[config.mk]
export PLATFORM = sky130hd
export DESIGN_NAME = ufs_sequencer
export DESIGN_NICKNAME = d
export VERILOG_FILES = /design/src/design/ufs_pkg.sv /design/src/design/ufs_sequencer.sv
export SDC_FILE = /design/constraint.sdc
export NUM_CORES = 1
export LEC_CHECK = 0
export BUFFER_PORTS_ARGS = -buffer_cell sky130_fd_sc_hd__buf_4
export CAP_MARGIN = 20
export CORE_ASPECT_RATIO = 0.7
export CORE_MARGIN = 3
export CORE_UTILIZATION = 50
export CTS_BUF_LIST = sky130_fd_sc_hd__clkbuf_8
export DETAILED_ROUTE_END_ITERATION = 8
export GPL_TIMING_DRIVEN = 0
export PLACE_DENSITY = 0.64
export SLEW_MARGIN = 20
export SYNTH_ARGS = -nofsm -noshare
export SYNTH_HDL_FRONTEND = slang
export SYNTH_SLANG_ARGS = --single-unit
[constraint.sdc]
create_clock -name clk -period 4.6 [get_ports clk]
set_input_delay 0.23 -clock clk [delete_from_list [all_inputs] [get_ports clk]]
set_output_delay 0.23 -clock clk [all_outputs]
set_load 0.05 [all_outputs]
[src/design/ufs_pkg.sv]
package ufs_pkg;
    // ****************************************************************
    // Command codes and widths
    // ****************************************************************
    localparam logic [7:0] CMD_SESSION_START = 8'hA5; // Arbitrary command code
    localparam logic [7:0] CMD_ERASE = 8'h45;
    localparam logic [7:0] CMD_WRITE = 8'h57;
    localparam int CHUNK_BYTES = 128;
    localparam int LEN_BYTES = 4;
    localparam logic [3:0] END_PATTERN = 4'hF;
    localparam logic [3:0] ERR_RX = 4'h1;
    localparam logic [3:0] ERR_ERASE = 4'h2;
    localparam logic [3:0] ERR_PROG = 4'h3;
    localparam logic [3:0] ERR_CMD = 4'h4;

    typedef enum logic [3:0] {
        ST_IDLE = 4'h0,
        ST_CMD = 4'h1,
        ST_BLK = 4'h2,
        ST_ERASE = 4'h3,
        ST_LEN = 4'h4,
        ST_DATA = 4'h5,
        ST_PROG = 4'h6,
        ST_DONE = 4'h7,
        ST_ERR = 4'h8
    } ufs_state_type;
endpackage : ufs_pkg

[src/design/ufs_sequencer.sv]
// What this block does
// - Erase and program commands are ignored until a session start command has been received.
// - After the erase command one byte gives the block number and that block is erased.
// - After the write command four bytes give the total program length, which is captured.
// - Data arrives in 128-byte chunks, each chunk is programmed, until the total length is written.
// - On error-free completion the block tells the master it is no longer ready.
// - After completion and not-ready the indicator outputs show the normal-end pattern.
// - A failed erase or program, or a reception error after session start outside erase and chunk-program waits, stops and shows an identifying error pattern.
`timescale 1ns/1ps
`default_nettype none
module ufs_sequencer #(
    parameter bit LEN_MSB_FIRST = 1'b1
) (
    input wire logic clk,
    input wire logic arst_n,
    input wire logic [7:0] rx_data,
    input wire logic rx_valid,
    output logic rx_ready,
    input wire logic rx_error,
    output logic slave_ready,
    output logic erase_req,
    output logic [7:0] erase_block,
    input wire logic erase_done,
    input wire logic erase_fail,
    output logic prog_valid,
    output logic [7:0] prog_data,
    input wire logic prog_ready,
    output logic prog_chunk_end,
    input wire logic prog_done,
    input wire logic prog_fail,
    output logic [3:0] led
);
    // ****************************************************************
    // Two-entry buffer between receiver and program port
    // ****************************************************************
    logic [7:0] buf_ff [2];
    logic [7:0] nxt_buf [2];
    logic [1:0] cnt_ff, nxt_cnt;
    logic wp_ff, nxt_wp, rp_ff, nxt_rp;
    logic buf_push, buf_pop;

    ufs_pkg::ufs_state_type st_ff, nxt_st;
    logic [31:0] len_ff, nxt_len;
    logic [31:0] sent_ff, nxt_sent;
    logic [1:0] lcnt_ff, nxt_lcnt;
    logic [7:0] blk_ff, nxt_blk;
    logic [7:0] ccnt_ff, nxt_ccnt;
    logic [3:0] led_ff, nxt_led;
    logic [7:0] out_ff, nxt_out;
    logic ov_ff, nxt_ov;
    logic in_data;
    logic in_stream;
    logic last_byte;

    assign in_data = (st_ff == ufs_pkg::ST_DATA);
    assign in_stream = in_data || (st_ff == ufs_pkg::ST_PROG);
    // Receiver stalls only on a full buffer; bytes still land while a chunk programs, so none is lost
    assign rx_ready = in_stream ? (cnt_ff != 2'd2) : 1'b1;
    assign buf_push = in_stream && rx_valid && rx_ready && !rx_error;
    // Pop only what the flash really takes; nothing leaves while a chunk is programming
    assign buf_pop = prog_valid && prog_ready;
    assign last_byte = (sent_ff + 32'd1 == len_ff) || (ccnt_ff == 8'(ufs_pkg::CHUNK_BYTES - 1));

    // Buffer next state; output register reloads when empty or taken
    always_comb begin
        nxt_buf = buf_ff;
        nxt_wp = wp_ff;
        nxt_rp = rp_ff;
        nxt_cnt = cnt_ff;
        nxt_out = out_ff;
        nxt_ov = ov_ff;
        if (buf_push) begin
            nxt_buf[wp_ff] = rx_data;
            nxt_wp = ~wp_ff;
        end
        if ((!ov_ff || buf_pop) && cnt_ff != 2'd0) begin
            nxt_out = buf_ff[rp_ff];
            nxt_ov = 1'b1;
            nxt_rp = ~rp_ff;
        end else if (buf_pop) begin
            nxt_ov = 1'b0;
        end
        nxt_cnt = 2'(cnt_ff + {1'b0, buf_push} - {1'b0, (nxt_rp != rp_ff)});
        if (st_ff != ufs_pkg::ST_DATA && st_ff != ufs_pkg::ST_PROG) begin
            nxt_cnt = 2'd0;
            nxt_ov = 1'b0;
        end
    end

    // ****************************************************************
    // Sequencer
    // ****************************************************************
    always_comb begin
        nxt_st = st_ff;
        nxt_len = len_ff;
        nxt_sent = sent_ff;
        nxt_lcnt = lcnt_ff;
        nxt_blk = blk_ff;
        nxt_ccnt = ccnt_ff;
        nxt_led = led_ff;
        unique case (st_ff)
            ufs_pkg::ST_IDLE: begin
                if (rx_valid && rx_data == ufs_pkg::CMD_SESSION_START && !rx_error) begin
                    nxt_st = ufs_pkg::ST_CMD;
                end
            end
            ufs_pkg::ST_CMD: begin
                if (rx_valid && rx_error) begin
                    nxt_st = ufs_pkg::ST_ERR;
                    nxt_led = ufs_pkg::ERR_RX;
                end else if (rx_valid && rx_data == ufs_pkg::CMD_ERASE) begin
                    nxt_st = ufs_pkg::ST_BLK;
                end else if (rx_valid && rx_data == ufs_pkg::CMD_WRITE) begin
                    nxt_st = ufs_pkg::ST_LEN;
                    nxt_lcnt = 2'd0;
                    nxt_len = 32'h0;
                end else if (rx_valid) begin
                    nxt_st = ufs_pkg::ST_ERR;
                    nxt_led = ufs_pkg::ERR_CMD;
                end
            end
            ufs_pkg::ST_BLK: begin
                if (rx_valid && rx_error) begin
                    nxt_st = ufs_pkg::ST_ERR;
                    nxt_led = ufs_pkg::ERR_RX;
                end else if (rx_valid) begin
                    nxt_blk = rx_data;
                    nxt_st = ufs_pkg::ST_ERASE;
                end
            end
            ufs_pkg::ST_ERASE: begin
                if (erase_fail) begin
                    nxt_st = ufs_pkg::ST_ERR;
                    nxt_led = ufs_pkg::ERR_ERASE;
                end else if (erase_done) begin
                    nxt_st = ufs_pkg::ST_CMD;
                end
            end
            ufs_pkg::ST_LEN: begin
                if (rx_valid && rx_error) begin
                    nxt_st = ufs_pkg::ST_ERR;
                    nxt_led = ufs_pkg::ERR_RX;
                end else if (rx_valid) begin
                    // Length assembly order selectable by parameter
                    if (LEN_MSB_FIRST) begin
                        nxt_len = {len_ff[23:0], rx_data};
                    end else begin
                        nxt_len = {rx_data, len_ff[31:8]};
                    end
                    nxt_lcnt = 2'(lcnt_ff + 2'd1);
                    if (lcnt_ff == 2'(ufs_pkg::LEN_BYTES - 1)) begin
                        nxt_st = ufs_pkg::ST_DATA;
                        nxt_sent = 32'h0;
                        nxt_ccnt = 8'h00;
                        if (nxt_len == 32'h0) begin
                            nxt_st = ufs_pkg::ST_DONE;
                            nxt_led = ufs_pkg::END_PATTERN;
                        end
                    end
                end
            end
            ufs_pkg::ST_DATA: begin
                if (rx_valid && rx_error) begin
                    nxt_st = ufs_pkg::ST_ERR;
                    nxt_led = ufs_pkg::ERR_RX;
                end else if (buf_pop) begin
                    nxt_sent = sent_ff + 32'd1;
                    nxt_ccnt = 8'(ccnt_ff + 8'd1);
                    if (last_byte) begin
                        nxt_st = ufs_pkg::ST_PROG;
                    end
                end
            end
            ufs_pkg::ST_PROG: begin
                if (prog_fail) begin
                    nxt_st = ufs_pkg::ST_ERR;
                    nxt_led = ufs_pkg::ERR_PROG;
                end else if (prog_done) begin
                    nxt_ccnt = 8'h00;
                    if (sent_ff == len_ff) begin
                        nxt_st = ufs_pkg::ST_DONE;
                        nxt_led = ufs_pkg::END_PATTERN;
                    end else begin
                        nxt_st = ufs_pkg::ST_DATA;
                    end
                end
            end
            ufs_pkg::ST_DONE: begin
                nxt_st = ufs_pkg::ST_DONE;
            end
            ufs_pkg::ST_ERR: begin
                nxt_st = ufs_pkg::ST_ERR;
            end
            default: begin
                nxt_st = ufs_pkg::ST_ERR;
            end
        endcase
    end

    // Registers; terminal states hold until reset
    always_ff @(posedge clk or negedge arst_n) begin
        if (!arst_n) begin
            st_ff <= ufs_pkg::ST_IDLE;
            len_ff <= 32'h0;
            sent_ff <= 32'h0;
            lcnt_ff <= 2'd0;
            blk_ff <= 8'h00;
            ccnt_ff <= 8'h00;
            led_ff <= 4'h0;
            buf_ff[0] <= 8'h00;
            buf_ff[1] <= 8'h00;
            cnt_ff <= 2'd0;
            wp_ff <= 1'b0;
            rp_ff <= 1'b0;
            out_ff <= 8'h00;
            ov_ff <= 1'b0;
        end else begin
            st_ff <= nxt_st;
            len_ff <= nxt_len;
            sent_ff <= nxt_sent;
            lcnt_ff <= nxt_lcnt;
            blk_ff <= nxt_blk;
            ccnt_ff <= nxt_ccnt;
            led_ff <= nxt_led;
            buf_ff <= nxt_buf;
            cnt_ff <= nxt_cnt;
            wp_ff <= nxt_wp;
            rp_ff <= nxt_rp;
            out_ff <= nxt_out;
            ov_ff <= nxt_ov;
        end
    end

    // Outputs
    assign slave_ready = (st_ff != ufs_pkg::ST_DONE) && (st_ff != ufs_pkg::ST_ERR);
    assign erase_req = (st_ff == ufs_pkg::ST_ERASE);
    assign erase_block = blk_ff;
    assign prog_valid = ov_ff && in_data;
    assign prog_data = out_ff;
    assign prog_chunk_end = (st_ff == ufs_pkg::ST_PROG);
    assign led = led_ff;
endmodule : ufs_sequencer
`default_nettype wire

==> flow_summary.ini, run 1 <==
[route]
drcViolationCount = 0
vias = 5942
wl_um = 19700
wire_per_inst_um = 20.7
drt_iter0_markers = 619
ant_nets = 0
firstDrtPassIters = 6
via_per_inst = 6.22

[clock_network]
clockBufferDepth = 2
cts.sinks = 119
cts.clk_slew.worst_paths_ns = 0.08
clkLatencyLatePin_ns = 0.44
cts_tree = built
post_cts.repair.setup_buffers = 0
clockRootBuffer = clkbuf_8
numCtsBuffers = 17
htreeDepth = 4
holdBufCountCts = 1
cts_resized = 0

[placed_design]
pre_cts_ws_ns = 1.21
gp_congestion = 0.988
dp_cells = 923
dp_hpwl_um = 14800
place_area_mm2 = 0.00730
port_buffers = 41

[timing]
slew_violations = 0
finalClockSkew_ns = 0.00814
worst_pin_slew_ns = 0.805
worst_slack_ns = 1.10
max_clock_freq_mhz = 285
hold_viol = 0
finalSetupTns_ns = 0
fin_crit_sh_pct = 76.2
timing.hold.ws_ns = 0.0732
period_minus_slack_ns = 3.50
maxSlewHeadroom_pct = 46.1
rsz0062_at_grt = false
setup_violations = 0

[grt]
grt_pass1_vias = 5419
grt_use_total_pct = 27.6
antenna_found_initial = 0
grt_pass1_wl_um = 31000
grt_max_degree = 76
grt-ovfl-total = 0

[critical_path]
critPathKind = register to register
cp-end-kind = register
critPathArrivalTime_ns = 3.83
crit_path_start_kind = register
cp.required_ns = 4.92
cp_max_fo = 10
timing.rr.start = st_ff[2]
cp-startpoint = st_ff[2]

[final_layout]
layout_common_cells = dfrtp_1 (119), o21ai_0 (60), nor2_1 (57), nand2_1 (50), buf_4 (44)
final_core_util_pct = 60.4
fin_nets = 785
area_delta_synth_final_pct = 14.8
antenna_cells = 0
final_area_mm2 = 0.00773
drive_gt1_share_pct = 17.4
finalNonFillerCells = 956
final_common_cell = dfrtp_1

[floorplanning]
row_count = 34
core-area_mm2 = 0.0128
pin_count = 42
start_util_pct = 52.6
die-area_mm2 = 0.0149
die_h_um = 103
die_x_um = 145

[power_and_ir_drop]
p_leak_nw = 3.38
power_mw = 3.04
vdd_drop_max_v = 0.000284
power.density_mw_per_mm2 = 393

[min_path]
hold_path.class = input port to register
hold_start = rx_data[1]

[run_status]
status = finished clean

[job]
cap_violations = 0

[logic_synthesis]
synthFlopType = dfrtp_1
synth_area_mm2 = 0.00673
synth_edf_count = 0
synth-seq-cells = 119
syn_avg_cell_area_um2 = 9.60
syn-num-nets = 723
synth.distinct_cells = 65
syn_inst = 701
ys_warn_count = 0
async_flop_share_pct = 100
yosysSeqAreaShare_pct = 44.2
## routing by layer
metal / global-route usage, % / up-vias / wire (um)
met5: 0 / - / 0
met1: 44.6 / 2927 / 9810
met3: 7.93 / 18 / 2030
met2: 35.7 / 274 / 7760
li1: - / 2723 / -
met4: 6.16 / 0 / 144
## critical path: stages (launching register included)
cell and delay [ns]:
dfrtp_1 0.45, nor4bb_1 0.29, buf_2 0.27, and2_1 0.28, nand2_2 0.19, a21oi_2 0.47, clkbuf_1 0.48, ha_1 0.33
inv_1 0.06, ha_1 0.14, xor2_1 0.20, xnor2_1 0.15, nor2_1 0.06
## state kept, by name (all words and copies together), names as in the netlist, 2 cells and up
name,cells
erase_block,8
led,4
ccnt_ff,8
lcnt_ff,2
st_ff,4
len_ff,32
buf_ff,16
prog_data,8
sent_ff,32
cnt_ff,2
## worst paths after layout
path	depth (start not counted)	slack [ns]	end
setup / recovery	12	1.10	cnt_ff[1]
hold / removal	2	0.07	len_ff[1]
setup reg to reg	12	1.10	cnt_ff[1]
hold reg to reg	1	0.51	wp_ff
max in group asynchronous	3	3.61	buf_ff[0]
min in group asynchronous	2	0.28	sent_ff[25]
## cell families (layout without fill, tap and decap cells)
kind of cell / after synthesis / count (layout) / share of synthesized area [%]
buffers and inverters: 51 / 126 / 3.25
and+or+nand+nor: 250 / 250 / 19.9
adders and majority gates: 5 / 5 / 0.929
DFF: 119 / 119 / 44.2
xor gates and xnor gates: 61 / 61 / 8.05
muxes: 40 / 40 / 6.47
AOI/OAI and AO/OA: 175 / 175 / 17.2
## synth_stat cells, drive strengths merged, types with 2 or more instances
| cell | number | area share, % |
|---|---|---|
| o21ai | 62 | 4.6 |
| o311ai | 3 | 0.39 |
| nand2b | 8 | 0.85 |
| o22a | 2 | 0.26 |
| clkbuf | 23 | 1.3 |
| mux2 | 28 | 4.7 |
| buf | 16 | 1.3 |
| nor3 | 14 | 1.1 |
| and2 | 18 | 1.7 |
| inv | 12 | 0.67 |
| o22ai | 2 | 0.19 |
| a21oi | 27 | 2.1 |
| o2111ai | 2 | 0.26 |
| a211oi | 2 | 0.22 |
| a22o | 35 | 4.6 |
| a311oi | 3 | 0.39 |
| nor2 | 57 | 3.2 |
| nand2 | 53 | 3.1 |
| or4 | 3 | 0.39 |
| nand4b | 2 | 0.26 |
| a31oi | 9 | 0.84 |
| xor2 | 20 | 2.6 |
| dfrtp | 119 | 44 |
| xnor2 | 41 | 5.4 |
| ha | 5 | 0.93 |
| or3 | 7 | 0.65 |
| nor4 | 20 | 2.0 |
| nand4bb | 2 | 0.33 |
| nor2b | 3 | 0.28 |
| nand3 | 20 | 1.5 |
| and4 | 6 | 0.85 |
| o31ai | 16 | 1.8 |
| mux2i | 12 | 1.8 |
| nand4 | 27 | 2.6 |
| and3 | 5 | 0.46 |
## final cells by class
cell class / count / area [um2]
timing repair buffer: 43 / 349
fill: 1118 / 5070
inverter: 12 / 45.0
clock inverter: 15 / 184
tap: 180 / 225
sequential: 119 / 2980
multi-input combinational: 531 / 3540
buffer: 39 / 174
clock buffer: 17 / 234
## report_power, final
| group | internal, mW | switching (mW) |
|---|---|---|
| clock network | 0.506 | 0.503 |
| logic | 0.266 | 0.537 |
| registers | 1.15 | 0.0761 |
No activity file was read; power rests on OpenSTA's default activity.
==> inputs of run 2 (changes only) <==
==> constraint.sdc (replaced) <==
create_clock -name clk -period 3.3 [get_ports clk]
set_input_delay 0.165 -clock clk [delete_from_list [all_inputs] [get_ports clk]]
set_output_delay 0.165 -clock clk [all_outputs]
set_load 0.05 [all_outputs]
==> run 2 against run 1 <==
Effect of this change:
- core utilization increased by 0.70 points
- global-route usage about the same
- setup slack got worse by 1.0 ns
- critical endpoint is now st_ff[1]
- largest power group unchanged
- highest routed layer unchanged
==> flow_summary.ini, run 2 (synthesis gave the netlist of run 1 again) <==
[timing]
maxSlewHeadroom_pct = 46.1
hold_viol = 0
max_clock_freq_mhz = 310
worst_pin_slew_ns = 0.806
slew_violations = 0
finalSetupTns_ns = 0
finalClockSkew_ns = 0.00870
fin_crit_sh_pct = 97.6
rsz0062_at_grt = true
setup_violations = 0
period_minus_slack_ns = 3.22

[critical_path]
cp.required_ns = 3.64
critPathArrivalTime_ns = 3.56
critPathKind = register to register
cp-end-kind = register
crit_path_start_kind = register
cp_max_fo = 10

[power_and_ir_drop]
power.density_mw_per_mm2 = 543
p_leak_nw = 3.42
vdd_drop_max_v = 0.000396

[grt]
grt_max_degree = 76
grt_pass1_vias = 5428
antenna_found_initial = 0
grt_pass1_wl_um = 31100
grt-ovfl-total = 0
grt_use_total_pct = 27.6

[job]
cap_violations = 0

[final_layout]
area_delta_synth_final_pct = 16.1
layout_common_cells = dfrtp_1 (119), o21ai_0 (60), nor2_1 (56), nand2_1 (50), buf_4 (48)
drive_gt1_share_pct = 18.5
fin_nets = 791
final_area_mm2 = 0.00782
biggestRegsByFlops = len_ff (32), sent_ff (32), buf_ff (16)
final_common_cell = dfrtp_1
nFillCells = 1113
antenna_cells = 0

[route]
drt_iter0_markers = 612
vias = 5922
drcViolationCount = 0
wl_um = 19900
ant_nets = 0
via_per_inst = 6.16
wire_per_inst_um = 20.7
firstDrtPassIters = 5

[floorplanning]
die-area_mm2 = 0.0149
die_x_um = 145
core-area_mm2 = 0.0128
pin_count = 42
start_util_pct = 52.6
die_h_um = 103
row_count = 34

[clock_network]
numCtsBuffers = 17
clkLatencyLatePin_ns = 0.44
cts.sinks = 119
clockRootBuffer = clkbuf_8
cts.clk_slew.worst_paths_ns = 0.08
htreeDepth = 4
cts_tree = built
clockBufferDepth = 2

[placed_design]
place_area_mm2 = 0.00730
gp_congestion = 0.988
port_buffers = 41
dp_hpwl_um = 14800

[run_status]
status = finished clean

[min_path]
hold_path.class = input port to register
## run 2: changes by cell type in the layout (fill, tap and decap cells not counted), moves of 2 or more
| cell | previous run | this run |
|---|---|---|
| nor4_2 | 2 | 4 |
| buf_4 | 44 | 48 |
| nor4_1 | 18 | 16 |
| dlygate4sd3_1 | 1 | 3 |
## run 2: where the power goes
| group | internal [mW] | total [mW] | switching [mW] |
|---|---|---|---|
| Combinational | 0.374 | 1.12 | 0.749 |
| Sequential | 1.61 | 1.72 | 0.109 |
| Clock | 0.706 | 1.41 | 0.703 |
| Total | 2.69 | 4.25 | 1.56 |
## run 2: final timing paths
kind | slack [ns] | depth (start not counted) | from | to
hold reg to reg | 0.51 | 1 | buf_ff[10] | buf_ff[10]
min in group asynchronous | 0.21 | 2 | arst_n | sent_ff[25]
hold / removal | 0.02 | 2 | rx_data[3] | len_ff[3]
setup / recovery | 0.08 | 10 | sent_ff[0] | st_ff[1]
max in group asynchronous | 2.37 | 3 | arst_n | len_ff[0]
setup reg to reg | 0.08 | 10 | sent_ff[0] | st_ff[1]
## run 2: layout make-up
cell class / count / area, um2 / share of cell area [%]
multi-input combinational: 531 / 3580 / 45.8
sequential: 119 / 2980 / 38.1
timing repair buffer: 49 / 399 / 5.10
clock buffer: 17 / 234 / 2.99
tap: 180 / 225 / 2.88
clock inverter: 15 / 184 / 2.35
buffer: 39 / 175 / 2.24
inverter: 12 / 45.0 / 0.576
## run 2: worst max-delay path, stage by stage (launching register included)
cell	delay, ns
dfrtp_1	0.50
ha_1	0.32
and4_1	0.27
buf_4	0.18
nand4_2	0.27
nor2_4	0.27
xnor2_1	0.19
o2111ai_1	0.28
nor4_2	0.42
nand3_1	0.12
a311oi_1	0.29
## run 2: per-layer routing
layer / GRT usage, % / up-vias / part of all wire (%)
met5: 0 / - / 0
met4: 6.09 / 0 / 0.98
met3: 7.93 / 19 / 11
met2: 35.9 / 295 / 39
met1: 44.6 / 2889 / 49
li1: - / 2719 / -
## run 2: per-stage QoR
step                      instances  util [%]  hold WS, ns  worst slack [ns]  power [mW]
final                           962      61.1       0.0218            0.0789        4.25
after global routing            962      61.1      0.00328            -0.116        4.45
after global placement          922      56.7        0.448           -0.0362        2.85
after CTS                       957      60.5     0.000525            0.0312        4.27
after detailed placement        923      57.0        0.122           -0.0900        2.86
after floorplan                 701         -       -0.131             0.205        2.49
## run 2: what timing repair did
item	CTS	global route
hold buffers	2	1
pin swaps	0	1
setup buffers	0	4
resized for setup	3	6
endpoints found under the setup margin	2	14
endpoints found under the hold margin	46	1
